### config.mk
export PLATFORM = sky130hd
export DESIGN_NAME = ahs_port
export DESIGN_NICKNAME = d
export VERILOG_FILES = /design/src/logic/ahs_fifo.v /design/src/logic/ahs_port.v
export VERILOG_INCLUDE_DIRS = /design/src /design/src/logic
export SDC_FILE = /design/constraint.sdc
export NUM_CORES = 1
export LEC_CHECK = 0
export ABC_AREA = 1
export ABC_CLOCK_PERIOD_IN_PS = 8600
export BUFFER_PORTS_ARGS = -buffer_cell sky130_fd_sc_hd__clkbuf_2
export CORE_MARGIN = 10
export CORE_UTILIZATION = 60
export CTS_BUF_LIST = sky130_fd_sc_hd__clkbuf_2
export DETAILED_ROUTE_END_ITERATION = 8
export MAX_ROUTING_LAYER = met4
export PLACE_DENSITY = 0.79
export SLEW_MARGIN = 20
export SYNTH_ARGS = -nofsm -noshare
export SYNTH_HDL_FRONTEND = slang
export SYNTH_HIERARCHICAL = 1
export SYNTH_SLANG_ARGS = --single-unit
### constraint.sdc
create_clock -name sys_clk_in -period 8.6 [get_ports sys_clk_in]
set_input_delay 1.72 -clock sys_clk_in [delete_from_list [all_inputs] [get_ports sys_clk_in]]
set_output_delay 1.72 -clock sys_clk_in [all_outputs]
set_load 0.05 [all_outputs]
### src/logic/ahs_map.vh
`ifndef AHS_MAP_VH
`define AHS_MAP_VH

// status word layout
`define AHS_ST_BUSY 7
`define AHS_ST_SIGN 6
`define AHS_ST_ZERO 5
`define AHS_ST_ERR_HI 4
`define AHS_ST_ERR_LO 1
`define AHS_ST_CARRY 0
`define AHS_STATUS_RESET 8'h00

// error field codes
`define AHS_ERR_NONE 4'h0
`define AHS_ERR_DIV0 4'h8
`define AHS_ERR_NEG 4'h4
`define AHS_ERR_ARG 4'hC
`define AHS_ERR_UNDER_BIT 1
`define AHS_ERR_OVER_BIT 0

// command byte fields
`define AHS_CMD_SVC_BIT 7
`define AHS_CMD_FMT_HI 6
`define AHS_CMD_FMT_LO 5
`define AHS_FMT_FIX16 2'h3
`define AHS_FMT_FIX32 2'h1
`define AHS_FMT_FLOAT 2'h0

// operand and stack geometry
`define AHS_FIX16_W 16
`define AHS_FIX32_W 32
`define AHS_FLT_SIGN 31
`define AHS_FLT_EXP_HI 30
`define AHS_FLT_EXP_LO 24
`define AHS_FLT_MANT_HI 23
`define AHS_STACK_BYTES 16
`define AHS_STACK_LEVELS 8

// timing and buffering
`define AHS_EXEC_CYCLES 4
`define AHS_FIFO_DEPTH 8
`define AHS_SYNC_BITS 14

`endif

### src/logic/ahs_fifo.v
`timescale 1ns/100ps
`default_nettype none

module ahs_fifo #(
  parameter WIDTH = 8,
  parameter DEPTH = 8,
  parameter AW = 3
)(
  input wire sys_clk_in, // clock
  input wire rst_in, // async reset, high
  input wire in_valid_in, // write request
  output wire in_ready_out, // room available
  input wire [WIDTH-1:0] in_data_in, // write data
  output wire out_valid_out, // data available
  input wire out_ready_in, // consumer takes data
  output wire [WIDTH-1:0] out_data_out // head data
);

  reg [WIDTH-1:0] mem [0:DEPTH-1];
  reg [AW-1:0] wr_ptr;
  reg [AW-1:0] rd_ptr;
  reg [AW:0] count;
  wire push;
  wire pop;

  assign in_ready_out = (count != DEPTH[AW:0]);
  assign out_valid_out = (count != {(AW+1){1'b0}});
  assign out_data_out = mem[rd_ptr];
  assign push = in_valid_in & in_ready_out;
  assign pop = out_valid_out & out_ready_in;

  always @(posedge sys_clk_in)
  begin
    if (push)
      mem[wr_ptr] <= in_data_in;
  end

  always @(posedge sys_clk_in or posedge rst_in)
  begin
    if (rst_in)
    begin
      wr_ptr <= {AW{1'b0}};
      rd_ptr <= {AW{1'b0}};
      count <= {(AW+1){1'b0}};
    end
    else
    begin
      if (push)
        wr_ptr <= (wr_ptr == DEPTH[AW-1:0] - 1'b1) ? {AW{1'b0}} :
          wr_ptr + 1'b1;
      if (pop)
        rd_ptr <= (rd_ptr == DEPTH[AW-1:0] - 1'b1) ? {AW{1'b0}} :
          rd_ptr + 1'b1;
      if (push & ~pop)
        count <= count + 1'b1;
      else if (pop & ~push)
        count <= count - 1'b1;
    end
  end

endmodule

`default_nettype wire

### src/logic/ahs_port.v
`timescale 1ns/100ps
`default_nettype none
`include "ahs_map.vh"

module ahs_port #(
  parameter EXEC_CYCLES = `AHS_EXEC_CYCLES,
  parameter CNT_W = 16,
  parameter FIFO_DEPTH = `AHS_FIFO_DEPTH
)(
  input wire sys_clk_in, // device clock
  input wire rst_in, // async reset, high
  input wire cs_n_in, // chip select, low
  input wire cd_in, // 1 command/status, 0 stack data
  input wire rd_n_in, // read strobe, low
  input wire wr_n_in, // write strobe, low
  input wire [7:0] data_in, // bus data from host
  output reg [7:0] data_out, // bus data to host
  output reg data_oe_out, // drive data bus
  output wire pause_n_out, // bus wait, low
  output wire done_n_out, // command complete, low
  input wire done_ack_n_in, // completion ack, low pulse
  output reg service_request_out, // service request, high
  input wire service_ack_n_in, // service ack, low pulse
  input wire [3:0] core_error_in, // error code from arithmetic core
  input wire core_carry_in, // carry from arithmetic core
  output reg [7:0] cmd_out, // command being executed
  output reg [31:0] op_top_out, // stack_top operand
  output reg [31:0] op_second_out, // stack_second operand
  output wire busy_out // command executing
);

  localparam ST_IDLE = 1'b0;
  localparam ST_HOLD = 1'b1;

  // three-stage input filtering of every asynchronous pin
  wire [`AHS_SYNC_BITS-1:0] raw_pins;
  wire [`AHS_SYNC_BITS-1:0] filt;

  assign raw_pins = {service_ack_n_in, done_ack_n_in, wr_n_in, rd_n_in,
    cd_in, cs_n_in, data_in};

  genvar gi;
  generate
    for (gi = 0; gi < `AHS_SYNC_BITS; gi = gi + 1)
    begin : g_sync
      reg s1;
      reg s2;
      reg s3;
      reg f;
      always @(posedge sys_clk_in or posedge rst_in)
      begin
        if (rst_in)
        begin
          s1 <= 1'b1;
          s2 <= 1'b1;
          s3 <= 1'b1;
          f <= 1'b1;
        end
        else
        begin
          s1 <= raw_pins[gi];
          s2 <= s1;
          s3 <= s2;
          if (s2 == s3)
            f <= s3;
        end
      end
      assign filt[gi] = f;
    end
  endgenerate

  wire [7:0] bus_byte;
  wire cs_n_f;
  wire cd_f;
  wire rd_n_f;
  wire wr_n_f;
  wire ack_n_f;
  wire service_ack_n_n_f;

  assign bus_byte = filt[7:0];
  assign cs_n_f = filt[8];
  assign cd_f = filt[9];
  assign rd_n_f = filt[10];
  assign wr_n_f = filt[11];
  assign ack_n_f = filt[12];
  assign service_ack_n_n_f = filt[13];

  wire access;
  wire is_read;

  assign access = ~cs_n_f & (~rd_n_f | ~wr_n_f);
  assign is_read = ~rd_n_f;

  // operand stack, contents survive reset
  reg [7:0] stack_mem [0:`AHS_STACK_BYTES-1];
  reg [3:0] top_ptr;
  reg busy;
  reg state;
  reg [CNT_W-1:0] exec_cnt;
  reg [7:0] status;
  reg done_flag;
  reg ack_prev;
  reg service_ack_n_prev;

  // eight-byte FIFO between bus and stack
  wire fifo_in_ready;
  wire fifo_out_valid;
  wire [7:0] fifo_out_data;
  wire drain;

  // view of the eight bytes nearest the top
  wire [63:0] view;
  generate
    for (gi = 0; gi < `AHS_STACK_LEVELS; gi = gi + 1)
    begin : g_view
      localparam [3:0] OFF = gi;
      assign view[63-8*gi -: 8] = stack_mem[top_ptr + OFF];
    end
  endgenerate

  wire svc_state_idle;
  wire do_status;
  wire do_pop;
  wire do_cmd;
  wire do_push;
  wire finish;

  assign svc_state_idle = (state == ST_IDLE) & access;
  assign do_status = svc_state_idle & is_read & cd_f;
  assign do_pop = svc_state_idle & is_read & ~cd_f & ~busy &
    ~fifo_out_valid;
  assign do_cmd = svc_state_idle & ~is_read & cd_f & ~busy &
    ~fifo_out_valid;
  assign do_push = svc_state_idle & ~is_read & ~cd_f & ~busy &
    fifo_in_ready;
  assign finish = busy & (exec_cnt == {CNT_W{1'b0}});

  assign pause_n_out = ~svc_state_idle |
    (do_status | do_pop | do_cmd | do_push);
  assign done_n_out = ~done_flag;
  assign busy_out = busy;
  // stack is frozen while a command runs
  assign drain = fifo_out_valid & ~busy;

  ahs_fifo #(
    .WIDTH(8),
    .DEPTH(FIFO_DEPTH),
    .AW(3)
  ) u_fifo (
    .sys_clk_in(sys_clk_in),
    .rst_in(rst_in),
    .in_valid_in(do_push),
    .in_ready_out(fifo_in_ready),
    .in_data_in(bus_byte),
    .out_valid_out(fifo_out_valid),
    .out_ready_in(~busy),
    .out_data_out(fifo_out_data)
  );

  always @(posedge sys_clk_in)
  begin
    if (drain)
      stack_mem[top_ptr - 4'h1] <= fifo_out_data;
  end

  always @(posedge sys_clk_in or posedge rst_in)
  begin
    if (rst_in)
      top_ptr <= 4'h0;
    else if (drain)
      top_ptr <= top_ptr - 4'h1;
    else if (do_pop)
      top_ptr <= top_ptr + 4'h1;
  end

  // bus hand-shake and data latch
  always @(posedge sys_clk_in or posedge rst_in)
  begin
    if (rst_in)
    begin
      state <= ST_IDLE;
      data_out <= 8'h00;
      data_oe_out <= 1'b0;
    end
    else
    begin
      case (state)
        ST_IDLE:
        begin
          if (do_status)
            data_out <= status;
          else if (do_pop)
            data_out <= view[63:56];
          if (do_status | do_pop)
            data_oe_out <= 1'b1;
          if (do_status | do_pop | do_cmd | do_push)
            state <= ST_HOLD;
        end
        ST_HOLD:
        begin
          if (~access)
          begin
            state <= ST_IDLE;
            data_oe_out <= 1'b0;
          end
        end
        default:
        begin
          state <= ST_IDLE;
          data_oe_out <= 1'b0;
        end
      endcase
    end
  end

  // format of the running command
  wire [1:0] fmt;
  wire is_fix16;
  wire [31:0] top16;
  wire [31:0] second16;

  assign fmt = cmd_out[`AHS_CMD_FMT_HI:`AHS_CMD_FMT_LO];
  assign is_fix16 = (fmt == `AHS_FMT_FIX16);
  assign top16 = {{16{view[63]}}, view[63:48]};
  assign second16 = {{16{view[47]}}, view[47:32]};

  wire [1:0] new_fmt;
  assign new_fmt = bus_byte[`AHS_CMD_FMT_HI:`AHS_CMD_FMT_LO];

  // result flags taken from the stack top at completion
  wire res_sign;
  wire res_zero;
  wire [31:0] res_top;
  assign res_top = is_fix16 ? top16 : view[63:32];
  assign res_sign = res_top[`AHS_FLT_SIGN];
  assign res_zero = (res_top == 32'h0000_0000);

  // command execution
  always @(posedge sys_clk_in or posedge rst_in)
  begin
    if (rst_in)
    begin
      busy <= 1'b0;
      exec_cnt <= {CNT_W{1'b0}};
      cmd_out <= 8'h00;
      op_top_out <= 32'h0000_0000;
      op_second_out <= 32'h0000_0000;
      status <= `AHS_STATUS_RESET;
    end
    else
    begin
      if (do_cmd)
      begin
        busy <= 1'b1;
        exec_cnt <= EXEC_CYCLES[CNT_W-1:0] - 1'b1;
        cmd_out <= bus_byte;
        status[`AHS_ST_BUSY] <= 1'b1;
        if (new_fmt == `AHS_FMT_FIX16)
        begin
          op_top_out <= top16;
          op_second_out <= second16;
        end
        else
        begin
          op_top_out <= view[63:32];
          op_second_out <= view[31:0];
        end
      end
      else if (finish)
      begin
        busy <= 1'b0;
        status[`AHS_ST_BUSY] <= 1'b0;
        status[`AHS_ST_SIGN] <= res_sign;
        status[`AHS_ST_ZERO] <= res_zero;
        status[`AHS_ST_CARRY] <= core_carry_in;
        status[`AHS_ST_ERR_HI:`AHS_ST_ERR_LO] <= core_error_in;
      end
      else if (busy)
        exec_cnt <= exec_cnt - 1'b1;
    end
  end

  // completion and service request flags
  always @(posedge sys_clk_in or posedge rst_in)
  begin
    if (rst_in)
    begin
      done_flag <= 1'b0;
      service_request_out <= 1'b0;
      ack_prev <= 1'b1;
      service_ack_n_prev <= 1'b1;
    end
    else
    begin
      ack_prev <= ack_n_f;
      service_ack_n_prev <= service_ack_n_n_f;
      if (finish)
        done_flag <= 1'b1;
      else if (ack_prev & ~ack_n_f)
        done_flag <= 1'b0;
      if (finish & cmd_out[`AHS_CMD_SVC_BIT])
        service_request_out <= 1'b1;
      else if (service_ack_n_prev & ~service_ack_n_n_f)
        service_request_out <= 1'b0;
    end
  end

endmodule

`default_nettype wire

==> flow_metrics.py <==
metrics = {
    "run_status": {
        "outcome": "completed",
    },
    "cts": {
        "h-tree-depth": 3,
        "cts_tree": "done",
        "ctsHoldBuffers": 0,
        "cts.sinks": 372,
        "cts_resized": 0,
        "clk_pin_slew_ns": 0.10,
        "cts_root_buf": "clkbuf_2",
        "cts_made_buffers": 96,
        "clockBufferDepth": 3,
        "post_cts_buffers": 0,
        "clk_latency_ns": 1.09,
    },
    "synth": {
        "ys_seq_area_share_pct": 54.2,
        "synth_edf_count": 192,
        "syn_nets": 2252,
        "synth_seq_cells": 372,
        "synth.avg_cell_area_um2": 8.64,
        "synthCells": 2210,
        "syn_area_um2": 19100,
        "yosysWarnings": 6,
        "ys.flop_type": "edfxtp_1",
        "yosysUniqueCellTypes": 53,
        "synthArstFlopShare_pct": 48.4,
    },
    "floorplan": {
        "num_rows": 65,
        "initial_core_util_pct": 60.6,
        "io_pins": 106,
        "core-area_um2": 31500,
        "die_x_um": 198,
        "dieArea_um2": 39300,
        "die_height_um": 198,
    },
    "sta": {
        "max_freq_mhz": 195,
        "hold_viol": 0,
        "setup-tns-final_ns": 0,
        "maxSlewViolCount": 0,
        "fin_skew_ns": 0.105,
        "finalCritPeriodShare_pct": 59.6,
        "tightestPinTransition_ns": 1.21,
        "finalSetupViolCount": 0,
        "rsz0062_at_grt": "false",
        "min_period_ns": 5.12,
        "slew_headroom_pct": 19.2,
    },
    "setup_path": {
        "rr_endpoint": "stack_mem[15][2]$_DFFE_PP_",
        "crit_fanout": 36,
        "startpoint_type": "flop",
        "crit_required_ns": 6.88,
        "r2r_slack_ns": 3.68,
        "reg2reg_depth": 10,
        "rr_startpoint": "top_ptr[0]$_DFFE_PP0P_",
        "crit_arrival_ns": 3.40,
        "end_kind": "output port",
        "crit_type": "flop to output port",
    },
    "grt": {
        "overflow": 0,
        "grt_pass1_vias": 16300,
        "grtUsageTotal_pct": 34.5,
        "antenna_found_initial": 3,
        "grt_pass1_wl_mm": 98.7,
        "grt_max_degree": 74,
    },
    "layout": {
        "multi_input_area_um2": 7730,
        "final_layout_size_suffix_gt1_share_pct": 17.0,
        "register_area_um2": 10300,
        "area_growth_pct": 8.17,
        "fillCellCount": 2668,
        "nNetsFinal": 2378,
    },
    "route": {
        "vias_per_cell": 6.23,
        "antenna_left": 0,
        "vias": 17500,
        "wirelength_mm": 66.2,
        "wl_per_cell_um": 23.5,
        "firstDrtPassIters": 8,
        "drt_first_iter_violations": 2573,
        "route.detailed.drc": 0,
    },
    "placed_design": {
        "portBuffers": 105,
        "gp_congestion": 1.10,
        "hpwl_mm": 45.7,
    },
    "min_path": {
        "hold_end": "g_sync[8].s3$_DFF_PP1_",
        "worst_hold_path.num_cells": 0,
        "hold_path_class": "flop to flop",
        "hp-start": "g_sync[8].s2$_DFF_PP1_",
    },
    "run": {
        "drv_cap": 0,
    },
}
[cell usage in the layout (no fill, tap or decap), drive strengths merged, types with 14 or more instances in the layout]
cell type and n:
buf 33, nand2 702, dfrtp 122, nand4 19, o211ai 16, clkinv 20
a21oi 48, nand3 490, clkbuf 257, a31oi 24, dfstp 58, ha 20
edfxtp 192, maj3 14, inv 88, o21ai 89, nor2 161
[logic make-up after synthesis]
group	synth area share, %
compound gates	6.54
xor+xnor	0.498
fa+ha+maj	2.15
buf+inv	5.38
flops	54.2
simple gates	31.2
[flip-flops by register name, summed over array words and instances, names as in the netlist, 3 cells and up]
name,count
cmd_out,8
data_out,8
op_second_out,32
g_sync.s1,14
stack_mem,128
exec_cnt,16
u_fifo/rd_ptr,3
g_sync.s3,14
u_fifo/wr_ptr,3
u_fifo/mem,64
top_ptr,4
op_top_out,32
status,7
g_sync.s2,14
g_sync.f,11
u_fifo/count,4
[metal layers]
layer	vias up	GRT usage, %	share of wire, %
li1	7876	-	-
met1	8196	44.0	38
met2	1278	48.6	43
met3	196	12.0	14
met4	0	15.7	4.6
met5	-	-	0
[cell type report]
type | instances | share of cell area [%]
Antenna cell | 5 | 0.0606
Timing Repair Buffer | 138 | 3.75
Multi-Input combinational cell | 1638 | 37.4
Inverter | 90 | 1.72
Tap cell | 402 | 2.44
Clock buffer | 152 | 3.68
Clock inverter | 21 | 0.800
Sequential cell | 372 | 50.1
[Yosys cell counts, types with 12 or more instances]
| library cell | number | area, µm² |
|---|---|---|
| a21oi_1 | 48 | 240 |
| a31oi_1 | 24 | 150 |
| buf_2 | 58 | 290 |
| buf_4 | 12 | 90.1 |
| buf_6 | 15 | 169 |
| clkbuf_1 | 16 | 60.1 |
| dfrtp_1 | 122 | 3050 |
| dfstp_2 | 58 | 1520 |
| edfxtp_1 | 192 | 5770 |
| ha_1 | 20 | 250 |
| inv_1 | 74 | 278 |
| inv_2 | 12 | 45.0 |
| maj3_1 | 14 | 140 |
| nand2_1 | 693 | 2600 |
| nand3_1 | 487 | 2440 |
| nand4_1 | 18 | 113 |
| nor2_1 | 152 | 571 |
| o211ai_1 | 16 | 120 |
| o21ai_0 | 65 | 325 |
| o21ai_1 | 21 | 105 |
[per-stage QoR]
step           instances  cell area (µm²)  setup WS (ns)  hold WS (ns)  util (%)
3_3_place_gp        2640            19700           3.96         0.345      62.6
3_5_place_dp        2640            19700           3.83         0.347      62.6
4_1_cts             2813            20600           3.41         0.340      65.6
5_1_grt             2816            20600           3.23         0.354      65.6
6_report            2818            20600           3.48         0.338      65.6
2_1_floorplan       2210            19100           2.37         0.345         -
[how the worst max path moves through the flow]
stage          cells past startpoint                        start                          to  slack [ns]
2_1_floorplan                      1                       rst_in        busy_out$_DFFE_PP0P_        2.37
4_1_cts                            8  u_fifo/count[0]$_DFFE_PP0P_                 pause_n_out        3.41
6_report                           8  u_fifo/count[0]$_DFFE_PP0P_                 pause_n_out        3.48
3_5_place_dp                      10       top_ptr[0]$_DFFE_PP0P_  stack_mem[15][4]$_DFFE_PP_        3.83
5_1_grt                            8  u_fifo/count[0]$_DFFE_PP0P_                 pause_n_out        3.23
3_3_place_gp                      10       top_ptr[0]$_DFFE_PP0P_  stack_mem[15][4]$_DFFE_PP_        3.96
[critical path: stages (launching register included)]
cell and delay [ns]:
dfrtp_1 0.47, nor2_2 0.19, nand3_2 0.13, inv_1 0.30, nand4_4 0.57, nand3_1 0.29, inv_1 0.08, nand2_1 0.08
clkbuf_2 0.28
Power is left out: the tool's default activity adds up to more than one toggle a clock period on the data nets, which glitch-free logic cannot reach.
